==> config.mk <==
export PLATFORM = sky130hd
export DESIGN_NAME = perf_event_select_frontend_offcore
export DESIGN_NICKNAME = d
export VERILOG_FILES = /design/src/hw/perf_sel_pkg.sv /design/src/hw/threshold_edge_qualifier.sv /design/src/hw/perf_event_select_frontend_offcore.sv
export SDC_FILE = /design/constraint.sdc
export NUM_CORES = 1
export LEC_CHECK = 0
export BUFFER_PORTS_ARGS = -buffer_cell sky130_fd_sc_hd__buf_2
export CAP_MARGIN = 20
export CORE_ASPECT_RATIO = 0.8
export CORE_UTILIZATION = 54
export DETAILED_ROUTE_END_ITERATION = 12
export PLACE_DENSITY = 0.83
export SLEW_MARGIN = 30
export SYNTH_ARGS = -nofsm -noshare
export SYNTH_HDL_FRONTEND = slang
export SYNTH_SLANG_ARGS = --single-unit
==> constraint.sdc <==
create_clock -name sys_clk -period 10.5 [get_ports sys_clk]
set_input_delay 1.575 -clock sys_clk [delete_from_list [all_inputs] [get_ports sys_clk]]
set_output_delay 1.575 -clock sys_clk [all_outputs]
set_load 0.01 [all_outputs]
==> src/hw/perf_sel_pkg.sv <==
// Package for the frontend and offcore event-select decode.
// Assumes one core clock domain and pipeline units that supply
// per-cycle event quantities on the same clock.
package perf_sel_pkg;

    // ************************************************************
    // Widths
    // ************************************************************
    localparam int EVT_W = 8;
    localparam int UMASK_W = 8;
    localparam int CMASK_W = 8;
    localparam int QTY_W = 8;
    localparam int OCC_W = 6;
    localparam int UOP_W = 3;
    localparam int BR_W = 3;
    localparam int TERM_N = 8;

    // ************************************************************
    // Event numbers
    // ************************************************************
    localparam logic [7:0] EVT_OFFCORE_OUT = 8'h60;
    localparam logic [7:0] EVT_LOCK_CYCLES = 8'h63;
    localparam logic [7:0] EVT_UOP_QUEUE = 8'h79;
    localparam logic [7:0] EVT_ICACHE = 8'h80;
    localparam logic [7:0] EVT_ITRANS_MISS = 8'h85;
    localparam logic [7:0] EVT_PREFIX_STALL = 8'h87;
    localparam logic [7:0] EVT_BRANCH_EXEC = 8'h88;

    // ************************************************************
    // Unit mask bit positions
    // ************************************************************
    localparam int UM_RFO_BIT = 2;
    localparam int UM_DATA_RD_BIT = 3;
    localparam int UM_LOCK_BOTH_BIT = 0;
    localparam int UM_LOCK_L1D_BIT = 1;
    localparam int UM_EMPTY_BIT = 1;
    localparam int UM_LEGACY_BIT = 2;
    localparam int UM_STREAM_BIT = 3;
    localparam int UM_SEQ_STREAM_BIT = 4;
    localparam int UM_SEQ_LEGACY_BIT = 5;
    localparam int UM_IC_MISS_BIT = 1;
    localparam int UM_WALK_START_BIT = 0;
    localparam int UM_WALK_DONE_BIT = 1;
    localparam int UM_WALK_BUSY_BIT = 4;
    localparam int UM_SHARED_HIT_BIT = 5;
    localparam int UM_PREFIX_BIT = 0;
    localparam int UM_COND_BIT = 0;
    localparam int UM_NOT_TAKEN_BIT = 6;
    localparam int UM_TAKEN_BIT = 7;

    // ************************************************************
    // Unit mask values that have a defined meaning
    // ************************************************************
    localparam logic [7:0] UM_01 = 8'h01;
    localparam logic [7:0] UM_02 = 8'h02;
    localparam logic [7:0] UM_04 = 8'h04;
    localparam logic [7:0] UM_08 = 8'h08;
    localparam logic [7:0] UM_0C = 8'h0C;
    localparam logic [7:0] UM_10 = 8'h10;
    localparam logic [7:0] UM_18 = 8'h18;
    localparam logic [7:0] UM_20 = 8'h20;
    localparam logic [7:0] UM_24 = 8'h24;
    localparam logic [7:0] UM_30 = 8'h30;
    localparam logic [7:0] UM_3C = 8'h3C;
    localparam logic [7:0] UM_41 = 8'h41;
    localparam logic [7:0] UM_81 = 8'h81;
    localparam logic [7:0] UM_C1 = 8'hC1;

    // Reset values
    localparam logic [QTY_W-1:0] QTY_ZERO = 8'h00;

    // Programmed selection fields
    typedef struct packed {
        logic enable;
        logic [EVT_W-1:0] event_num;
        logic [UMASK_W-1:0] umask;
        logic [CMASK_W-1:0] cmask;
        logic edge_det;
    } event_sel_t;

    // Per-cycle event quantities from the pipeline units
    typedef struct packed {
        logic [OCC_W-1:0] ownership_read_outstanding;
        logic [OCC_W-1:0] data_read_outstanding;
        logic lock_l1d_and_l2;
        logic lock_l1d_only;
        logic uop_queue_empty_evt;
        logic [UOP_W-1:0] legacy_path_uops_evt;
        logic [UOP_W-1:0] stream_cache_uops_evt;
        logic sequencer_busy_flag;
        logic instr_cache_miss_evt;
        logic walk_started;
        logic walk_completed_4k;
        logic page_miss_handler_busy;
        logic shared_translation_buffer_hit_4k;
        logic prefix_length_stall_evt;
        logic [BR_W-1:0] cond_branch_taken;
        logic [BR_W-1:0] cond_branch_not_taken;
    } event_src_t;

endpackage

==> src/hw/threshold_edge_qualifier.sv <==
// Count-mask threshold and edge qualifier for one event counter.
// Assumes a decoded per-cycle quantity on the same clock as sys_clk.
`timescale 1ns/1ps
module threshold_edge_qualifier
    import perf_sel_pkg::*;
#(
    parameter int QW = QTY_W
) (
    input wire logic sys_clk,
    input wire logic rst_n,
    input wire logic active,
    input wire logic [QW-1:0] qty,
    input wire logic [CMASK_W-1:0] cmask,
    input wire logic edge_det,
    output logic [QW-1:0] incr
);

    // ************************************************************
    // Threshold compare
    // ************************************************************
    logic [15:0] qty_ext;
    logic [15:0] cmask_ext;
    logic cmask_zero;
    logic cond_now;
    logic cond_prev;
    logic rising;
    logic [QW-1:0] next_incr;

    // Widen both sides to 16 bits so width pairings up to 16 bits compare cleanly
    assign qty_ext = 16'(qty);
    assign cmask_ext = 16'(cmask);
    assign cmask_zero = (cmask == '0);
    // Condition: nonzero quantity, or at least the count mask
    assign cond_now = active & (cmask_zero ? (qty != '0) : (qty_ext >= cmask_ext));
    assign rising = cond_now & ~cond_prev;

    // Quantity, threshold pulse, or rising-edge pulse
    assign next_incr = !active ? '0 :
                       edge_det ? QW'(rising) :
                       cmask_zero ? qty : QW'(cond_now);

    // ************************************************************
    // Registers
    // ************************************************************
    // Increment and edge history
    always_ff @(posedge sys_clk) begin
        if (!rst_n) begin
            incr <= '0;
            cond_prev <= 1'b0;
        end else begin
            incr <= next_incr;
            cond_prev <= cond_now;
        end
    end

endmodule

==> src/hw/perf_event_select_frontend_offcore.sv <==
// Event-select decode for frontend and offcore performance events.
// Assumes event sources and selection fields are on the core clock.
//
// How it works
// - 60H/04H adds outstanding ownership-read requests
// - 60H/08H adds outstanding cacheable data reads
// - 63H/01H counts cycles both caches locked
// - 63H/02H counts cycles first-level cache locked
// - 79H/02H counts cycles decoded queue empty
// - 79H/04H adds legacy path uops, combines 20H
// - 79H/08H adds stream cache uops, combines 10H
// - 79H/10H sequencer stream uops; edge counts deliveries
// - 79H/20H adds sequencer uops via legacy path
// - 79H/30H adds all sequencer uops
// - 79H/18H stream cache cycles, cmask 1 or 4
// - 79H/24H legacy path cycles, cmask 1 or 4
// - 80H/02H counts instruction cache misses
// - 85H/01H counts translation misses starting walks
// - 85H/02H counts completed 4K instruction walks
// - 85H/10H counts cycles page walker busy
// - 85H/20H counts shared translation buffer hits
// - 87H/01H counts length changing prefix stalls
// - 88H/01H conditional branches, needs 40H or 80H
`timescale 1ns/1ps
module perf_event_select_frontend_offcore
    import perf_sel_pkg::*;
#(
    parameter int QW = QTY_W
) (
    input wire logic sys_clk,
    input wire logic rst_n,
    input wire event_sel_t sel,
    input wire event_src_t src,
    input wire logic multithreading_feature,
    output logic [QW-1:0] incr,
    output logic select_supported,
    output logic select_misuse
);

    // ************************************************************
    // Event group decode
    // ************************************************************
    logic is_offcore;
    logic is_lock;
    logic is_uop_queue;
    logic is_icache;
    logic is_itrans;
    logic is_prefix;
    logic is_branch;

    // One wire per event number in this part of the table
    assign is_offcore = (sel.event_num == EVT_OFFCORE_OUT);
    assign is_lock = (sel.event_num == EVT_LOCK_CYCLES);
    assign is_uop_queue = (sel.event_num == EVT_UOP_QUEUE);
    assign is_icache = (sel.event_num == EVT_ICACHE);
    assign is_itrans = (sel.event_num == EVT_ITRANS_MISS);
    assign is_prefix = (sel.event_num == EVT_PREFIX_STALL);
    assign is_branch = (sel.event_num == EVT_BRANCH_EXEC);

    // ************************************************************
    // Source quantities widened to the counter step width
    // ************************************************************
    logic [QW-1:0] q_rfo;
    logic [QW-1:0] q_data_rd;
    logic [QW-1:0] q_legacy;
    logic [QW-1:0] q_stream;
    logic [QW-1:0] q_taken;
    logic [QW-1:0] q_not_taken;
    logic seq_busy;

    // Zero-extend every multi-bit source
    assign q_rfo = QW'(src.ownership_read_outstanding);
    assign q_data_rd = QW'(src.data_read_outstanding);
    assign q_legacy = QW'(src.legacy_path_uops_evt);
    assign q_stream = QW'(src.stream_cache_uops_evt);
    assign q_taken = QW'(src.cond_branch_taken);
    assign q_not_taken = QW'(src.cond_branch_not_taken);
    assign seq_busy = src.sequencer_busy_flag;

    // ************************************************************
    // Per-bit terms of the decoded uop queue group
    // ************************************************************
    logic [QW-1:0] uq_term [TERM_N];
    logic [QW-1:0] uq_legacy_plain;
    logic [QW-1:0] uq_stream_plain;
    logic [QW-1:0] uq_stream_seq;
    logic [QW-1:0] uq_legacy_seq;

    // Split each path by sequencer activity so masks add up exactly
    assign uq_legacy_plain = seq_busy ? '0 : q_legacy;
    assign uq_stream_plain = seq_busy ? '0 : q_stream;
    assign uq_stream_seq = seq_busy ? q_stream : '0;
    assign uq_legacy_seq = seq_busy ? q_legacy : '0;

    // Term table, one entry per unit mask bit
    always_comb begin
        for (int k = 0; k < TERM_N; k++) begin
            uq_term[k] = '0;
        end
        uq_term[UM_EMPTY_BIT] = QW'(src.uop_queue_empty_evt);
        uq_term[UM_LEGACY_BIT] = uq_legacy_plain;
        uq_term[UM_STREAM_BIT] = uq_stream_plain;
        uq_term[UM_SEQ_STREAM_BIT] = uq_stream_seq;
        uq_term[UM_SEQ_LEGACY_BIT] = uq_legacy_seq;
    end

    // ************************************************************
    // Per-bit terms of the remaining groups
    // ************************************************************
    logic [QW-1:0] oc_term [TERM_N];
    logic [QW-1:0] lk_term [TERM_N];
    logic [QW-1:0] ic_term [TERM_N];
    logic [QW-1:0] it_term [TERM_N];
    logic [QW-1:0] px_term [TERM_N];
    logic [QW-1:0] br_term [TERM_N];
    logic cond_qual;

    // Conditional qualifier gates the taken and not-taken terms
    assign cond_qual = sel.umask[UM_COND_BIT];

    // Term tables; bits with no meaning stay zero
    always_comb begin
        for (int k = 0; k < TERM_N; k++) begin
            oc_term[k] = '0;
            lk_term[k] = '0;
            ic_term[k] = '0;
            it_term[k] = '0;
            px_term[k] = '0;
            br_term[k] = '0;
        end
        oc_term[UM_RFO_BIT] = q_rfo;
        oc_term[UM_DATA_RD_BIT] = q_data_rd;
        lk_term[UM_LOCK_BOTH_BIT] = QW'(src.lock_l1d_and_l2);
        lk_term[UM_LOCK_L1D_BIT] = QW'(src.lock_l1d_only);
        ic_term[UM_IC_MISS_BIT] = QW'(src.instr_cache_miss_evt);
        it_term[UM_WALK_START_BIT] = QW'(src.walk_started);
        it_term[UM_WALK_DONE_BIT] = QW'(src.walk_completed_4k);
        it_term[UM_WALK_BUSY_BIT] = QW'(src.page_miss_handler_busy);
        it_term[UM_SHARED_HIT_BIT] = QW'(src.shared_translation_buffer_hit_4k);
        px_term[UM_PREFIX_BIT] = QW'(src.prefix_length_stall_evt);
        br_term[UM_NOT_TAKEN_BIT] = cond_qual ? q_not_taken : '0;
        br_term[UM_TAKEN_BIT] = cond_qual ? q_taken : '0;
    end

    // ************************************************************
    // Unit mask gated sum over the selected group
    // ************************************************************
    logic [QW-1:0] sel_term [TERM_N];
    logic [QW-1:0] partial [TERM_N+1];
    logic [QW-1:0] qty;

    assign partial[0] = '0;

    // Each set unit mask bit adds its term; 30H, 18H, 24H, 3CH fall out
    for (genvar i = 0; i < TERM_N; i++) begin : g_term
        assign sel_term[i] = is_offcore ? oc_term[i] :
                             is_lock ? lk_term[i] :
                             is_uop_queue ? uq_term[i] :
                             is_icache ? ic_term[i] :
                             is_itrans ? it_term[i] :
                             is_prefix ? px_term[i] :
                             is_branch ? br_term[i] : '0;
        assign partial[i+1] = partial[i] + (sel.umask[i] ? sel_term[i] : '0);
    end

    assign qty = partial[TERM_N];

    // ************************************************************
    // Supported selections
    // ************************************************************
    logic ok_offcore;
    logic ok_lock;
    logic ok_uq_single;
    logic ok_uq_combo;
    logic ok_single;
    logic ok_branch;
    logic next_supported;

    // Documented mask values and their allowed combinations
    assign ok_offcore = is_offcore & (sel.umask == UM_04 || sel.umask == UM_08);
    assign ok_lock = is_lock & (sel.umask == UM_01 || sel.umask == UM_02);
    assign ok_uq_single = is_uop_queue & (sel.umask == UM_02 || sel.umask == UM_04 ||
                          sel.umask == UM_08 || sel.umask == UM_10 || sel.umask == UM_20);
    assign ok_uq_combo = is_uop_queue & (sel.umask == UM_30 || sel.umask == UM_18 ||
                         sel.umask == UM_24 || sel.umask == UM_0C || sel.umask == UM_3C);
    assign ok_single = (is_icache & sel.umask == UM_02) |
                       (is_itrans & (sel.umask == UM_01 || sel.umask == UM_02 ||
                        sel.umask == UM_10 || sel.umask == UM_20)) |
                       (is_prefix & sel.umask == UM_01);
    assign ok_branch = is_branch & (sel.umask == UM_41 || sel.umask == UM_81 ||
                       sel.umask == UM_C1);
    assign next_supported = ok_offcore | ok_lock | ok_uq_single | ok_uq_combo |
                            ok_single | ok_branch;

    // ************************************************************
    // Software misuse indication
    // ************************************************************
    logic misuse_offcore;
    logic misuse_branch;
    logic next_misuse;

    // Offcore occupancy is not meaningful with two threads sharing it
    assign misuse_offcore = is_offcore & multithreading_feature;
    // Conditional qualifier alone never counts anything
    assign misuse_branch = is_branch & cond_qual &
                           ~(sel.umask[UM_TAKEN_BIT] | sel.umask[UM_NOT_TAKEN_BIT]);
    assign next_misuse = sel.enable & (misuse_offcore | misuse_branch);

    // ************************************************************
    // Threshold and edge stage
    // ************************************************************
    logic active;

    // Only enabled, decodable selections reach the counter
    assign active = sel.enable & next_supported;

    // Cmask 1 gives any-delivery cycles, 4 gives four-uop cycles
    threshold_edge_qualifier #(
        .QW(QW)
    ) u_qual (
        .sys_clk(sys_clk),
        .rst_n(rst_n),
        .active(active),
        .qty(qty),
        .cmask(sel.cmask),
        .edge_det(sel.edge_det),
        .incr(incr)
    );

    // ************************************************************
    // Status registers
    // ************************************************************
    // Registered in step with the increment
    always_ff @(posedge sys_clk) begin
        if (!rst_n) begin
            select_supported <= 1'b0;
            select_misuse <= 1'b0;
        end else begin
            select_supported <= next_supported;
            select_misuse <= next_misuse;
        end
    end

endmodule

# Word-level counts from Yosys, hierarchy flattened
# Cells that the tools add are included.
# totals
ff_bits	11
out_inout_bits	10
# classes
n_mux	58
eq_ne	21
addsub	7
n_reduce_logical	18
magnitude_cmp	1
n_bitwise	29
# op_table
cell	count
$mux W3	34
$eq A8 B8 Y1 const B	6
$add A8 B3 Y8	4
$eq A8 B6 Y1 const B	4
$eq A8 B7 Y1 const B	4
$mux W6	4
$mux W1	20
$eq A8 B4 Y1 const B	2
$eq A8 B5 Y1 const B	2
$and A1 B1 Y1	15
$logic_or A1 B1 Y1	14
$or A1 B1 Y1	9
$add A7 B6 Y8	1
$eq A8 B1 Y1 const B	1
$eq A8 B2 Y1 const B	1
$eq A8 B3 Y1 const B	1
$ge A8 B8 Y1	1
$logic_not A8 Y1	1
$reduce_bool A8 Y1	1
$add A2 B6 Y7	1
$not A1 Y1	5
$reduce_or A4 Y1	1
$add A1 B1 Y2	1
$reduce_and A2 Y1	1

# Logic depth before layout (Yosys ltp)
# depth
ltp_word	20
mapped_depth	23

# Hierarchy
# Synthesis repeated with hierarchy kept, for this count alone.
# hier_totals
cells_unflattened	230
hier_area_um2	1945.6
# modules_own_cells
mod	instances	cells_per_inst	area_per_inst_um2	seq_area_each_um2
perf_event_select_frontend_offcore	1	173	1446.4	40.0
threshold_edge_qualifier	1	57	499.2	180.2

# Worst setup path after synthesis
# Ideal clock, no wire load.
# synth_path
kind	input -> register
start	input port sel[18] in the netlist's numbering
end	register u_qual.incr[0]
setup_ns	0.123
path_slack_ns	3.572
cell_stages	20
arrival_time_ns	6.805
path_cell_list	buf_2 -> nor4_2 -> and2_1 -> clkbuf_1 -> a22oi_1 -> nor2_1 -> fa_1 -> fa_1 -> fa_1 -> ha_1 -> fa_1 -> a211o_1 -> and4b_1 -> a311oi_1 -> inv_1 -> ha_1 -> o21a_1 -> a211o_1 -> a41oi_1 -> a211oi_1
# synth_rtl
item	line	rtl
start, declared	perf_event_select_frontend_offcore.sv:32	input wire event_sel_t sel,
end signal, assigned	threshold_edge_qualifier.sv:51	incr <= next_incr;
end, declared	threshold_edge_qualifier.sv:15	output logic [QW-1:0] incr

==> impl_metrics.csv <==
group,metric,value,unit
drt,vias,2185,
finish,stdcell_count,361,
finish,synthToLayoutAreaGrowth,20.5,%
drt,drc_errors,6,
worst_setup_path,crit_buf_inv,2,
yosys,synth_edf_count,0,
worst_setup_path,cp_slowest_cell,"fa_1",
finish,drive_gt1_frac,0.273,
worst_setup_path,path_delay_family,"adder cells",
yosys,synth_area,2060,um^2
drt,wl_met2,2.17,mm
global_routing,overflow,0,
drt,routed_wl,5.22,mm
timing,finalWorstSetupSlack,3.21,ns
drt,route.met3.wl,532,um
global_routing,grt_pass1_wl,8.56,mm
clocking,cts_setup_buffers,0,
clocking,cts_made_buffers,3,
finish,final_common_cell,"buf_2",
finish,layout.nets,421,
worst_setup_path,arrival,7.41,ns
worst_setup_path,crit_type,"input port to register",
worst_setup_path,r2r_end,"u_qual.incr[0]",
timing,fin_crit,7.29,ns
worst_setup_path,cp_data_required_time,10.62,ns
worst_setup_path,reg2reg_depth,3,
finish,antenna_cells,0,
timing,hold_violations,0,
worst_setup_path,critical_path.max_stage_delay,0.53,ns
timing,post-route-period-util,0.694,
status,status,"finished, violations left",
timing,fin_skew,0.000137,ns
flow_run,maxCapViolations,0,
die,design.die.area,4060,um^2
yosys,ys_types,57,
clocking,clkLatencyLatePin,0.23,ns
yosys,synth_nets,353,
worst_setup_path,critPathMaxFanout,13,
timing,worst_slew_pin_slew,0.741,ns
timing,slew_headroom,0.499,
power_and_ir_drop,p_leak,1.37,nW
worst_setup_path,startpoint_type,"input port",
yosys,synthCells,252,
clocking,clockBufferDepth,2,
yosys,synth.avg_cell_area,8.16,um^2
yosys,synth_top_cell_by_area,"ha_1",
power_and_ir_drop,powerDensity,46.4,nW/um^2
clocking,cts_tree,"built",
drt,maxUsedRoutingLayer,"met4",
drt,drtAntennaViolNets,0,
die,coreArea,3540,um^2
clocking,ctsHoldBuffers,0,
yosys,ys_top_cells_by_area,"ha_1 15%, fa_1 14%, dfxtp_1 11%",
placement,dp.cells,357,
worst_setup_path,cp_num_cells,19,
yosys,yosys_warnings,0,
drt,m1WireLength,2.45,mm
power_and_ir_drop,ir_drop,0.0000434,V
global_routing,grt_max_degree,17,
timing,setup_viol,0,
status,violations,"design-rule violations",
hold_path,hold-path-endpoint,"u_qual.incr[0]",
placement,dpl.hpwl,4.27,mm
yosys,synth-seq-cells,11,
die,rows,19,
die,fp.dieH,57.2,um
die,ios,73,
worst_setup_path,crit_chain,"buf_2 > nor4_2 > and2_1 > a22oi_1 > nor2b_1 > fa_1 > fa_1 > fa_1 > ha_1 > fa_1 > a211o_1 > and4b_1 > a311oi_1 > inv_1 > ha_1 > o21a_1 > a211o_1 > a41oi_1 > a211oi_1",
timing,rsz0062_at_grt,"no",
yosys,synth_top_area_frac,0.146,
drt,first_pass_iters,9,
clocking,h-tree-depth,1,
worst_setup_path,r2r-start,"u_qual.cond_prev",
drt,drtIter0Drc,254,
clocking,post_cts_resized,0,
yosys,synth_seq_area_share,0.107,
global_routing,grt_pass1_vias,1931,
die,fp.dieW,71.0,um
worst_setup_path,endpoint_kind,"register",
drt,post_drt_wl_per_cell,14.5,um
timing,fin_tns_setup,0,ns
placement,gp_congestion,0.935,
yosys,synth_flop_cell,"dfxtp_1",
drt,via_per_inst,6.05,
worst_setup_path,path_common_cell,"fa_1",
clocking,clk_pin_slew,0.05,ns
global_routing,globalRouteTotalUtil,0.264,
yosys,async_flop_share,0,
clocking,cts_root_buf,"clkbuf_8",
timing,fmax,137,MHz
clocking,clkSinkCount,11,
placement,numPortBuffers,72,
finish,mostFrequentLayoutCells,"72 x buf_2, 27 x inv_1, 24 x ha_1",
global_routing,antenna_found_initial,0,
die,start_util,0.580,
placement,place_worst_setup_slack,2.97,ns
power_and_ir_drop,finalPower,0.000115,W
hold_path,min_from,"u_qual.cond_prev",
hold_path,whs_path_depth,3,
hold_path,hold_path.class,"register to register",
timing,maxSlewViolCount,0,
worst_setup_path,rrSetupSlack,9.65,ns
## layer usage
layer / up-vias / GRT usage
met4: 0 / 0.0771
li1: 1068 / -
met3: 14 / 0.0247
met5: - / 0
met2: 122 / 0.389
met1: 981 / 0.409
## metrics by stage
| step | instance area, um^2 | util | hold WS [ns] |
|---|---|---|---|
| 6_report | 2480 | 0.699 | 0.533 |
| 5_1_grt | 2480 | 0.699 | 0.576 |
| 4_1_cts | 2480 | 0.699 | 0.534 |
| 3_5_place_dp | 2430 | 0.687 | 0.515 |
| 3_3_place_gp | 2430 | 0.687 | 0.528 |
| 2_1_floorplan | 2060 | - | 0.496 |
## cell type report
| type | instances | area, um^2 |
|---|---|---|
| Timing Repair Buffer | 72 | 360 |
| Fill cell | 296 | 1060 |
| Sequential cell | 11 | 220 |
| Inverter | 27 | 101 |
| Multi-Input combinational cell | 205 | 1700 |
| Tap cell | 42 | 52.6 |
| Clock buffer | 4 | 45.0 |
## worst max path at each step
stage,startpoint,to,slack [ns]
CTS,sel[18],u_qual.incr[0],3.21
finish,sel[18],u_qual.incr[0],3.21
detailed placement,sel[18],u_qual.incr[0],2.97
floorplan,sel[18],u_qual.incr[0],3.57
global placement,sel[18],u_qual.incr[0],3.09
global route,sel[18],u_qual.incr[0],2.87
## report_power, final
group	internal [W]	switching (W)	leakage, nW
sequential	0.0000418	0.000000000691	0.0885
combinational	0.0000145	0.0000174	1.26
clock	0.0000265	0.0000146	0.0228
total	0.0000829	0.0000320	1.37
## registers in the layout, summed over array words and instances (netlist names)
signal and count:
select_misuse 1, u_qual.incr 8, select_supported 1, u_qual.cond_prev 1
## worst register-to-register path, delay by kind of cell (launching register included)
kind            cells  cell delay (ns)
compound gates      2             0.37
simple gates        1             0.11
flops               1             0.30
## cell usage after synthesis (7+ instances only)
| cell | n |
|---|---|
| inv_1 | 27 |
| nand4_1 | 13 |
| dfxtp_1 | 11 |
| ha_1 | 24 |
| nand2_1 | 14 |
| fa_1 | 14 |
| nand3_1 | 8 |
| nor2_1 | 20 |
| clkbuf_1 | 7 |
| and3_1 | 16 |
## cells by family after synthesis
kind of cell | synth area share
compound gates | 0.184
xor+xnor | 0.0170
fa+ha+maj | 0.282
buf+inv | 0.0670
flops | 0.107
mux | 0.00974
simple gates | 0.333
Note: power is estimated with default switching activity, not from simulation.
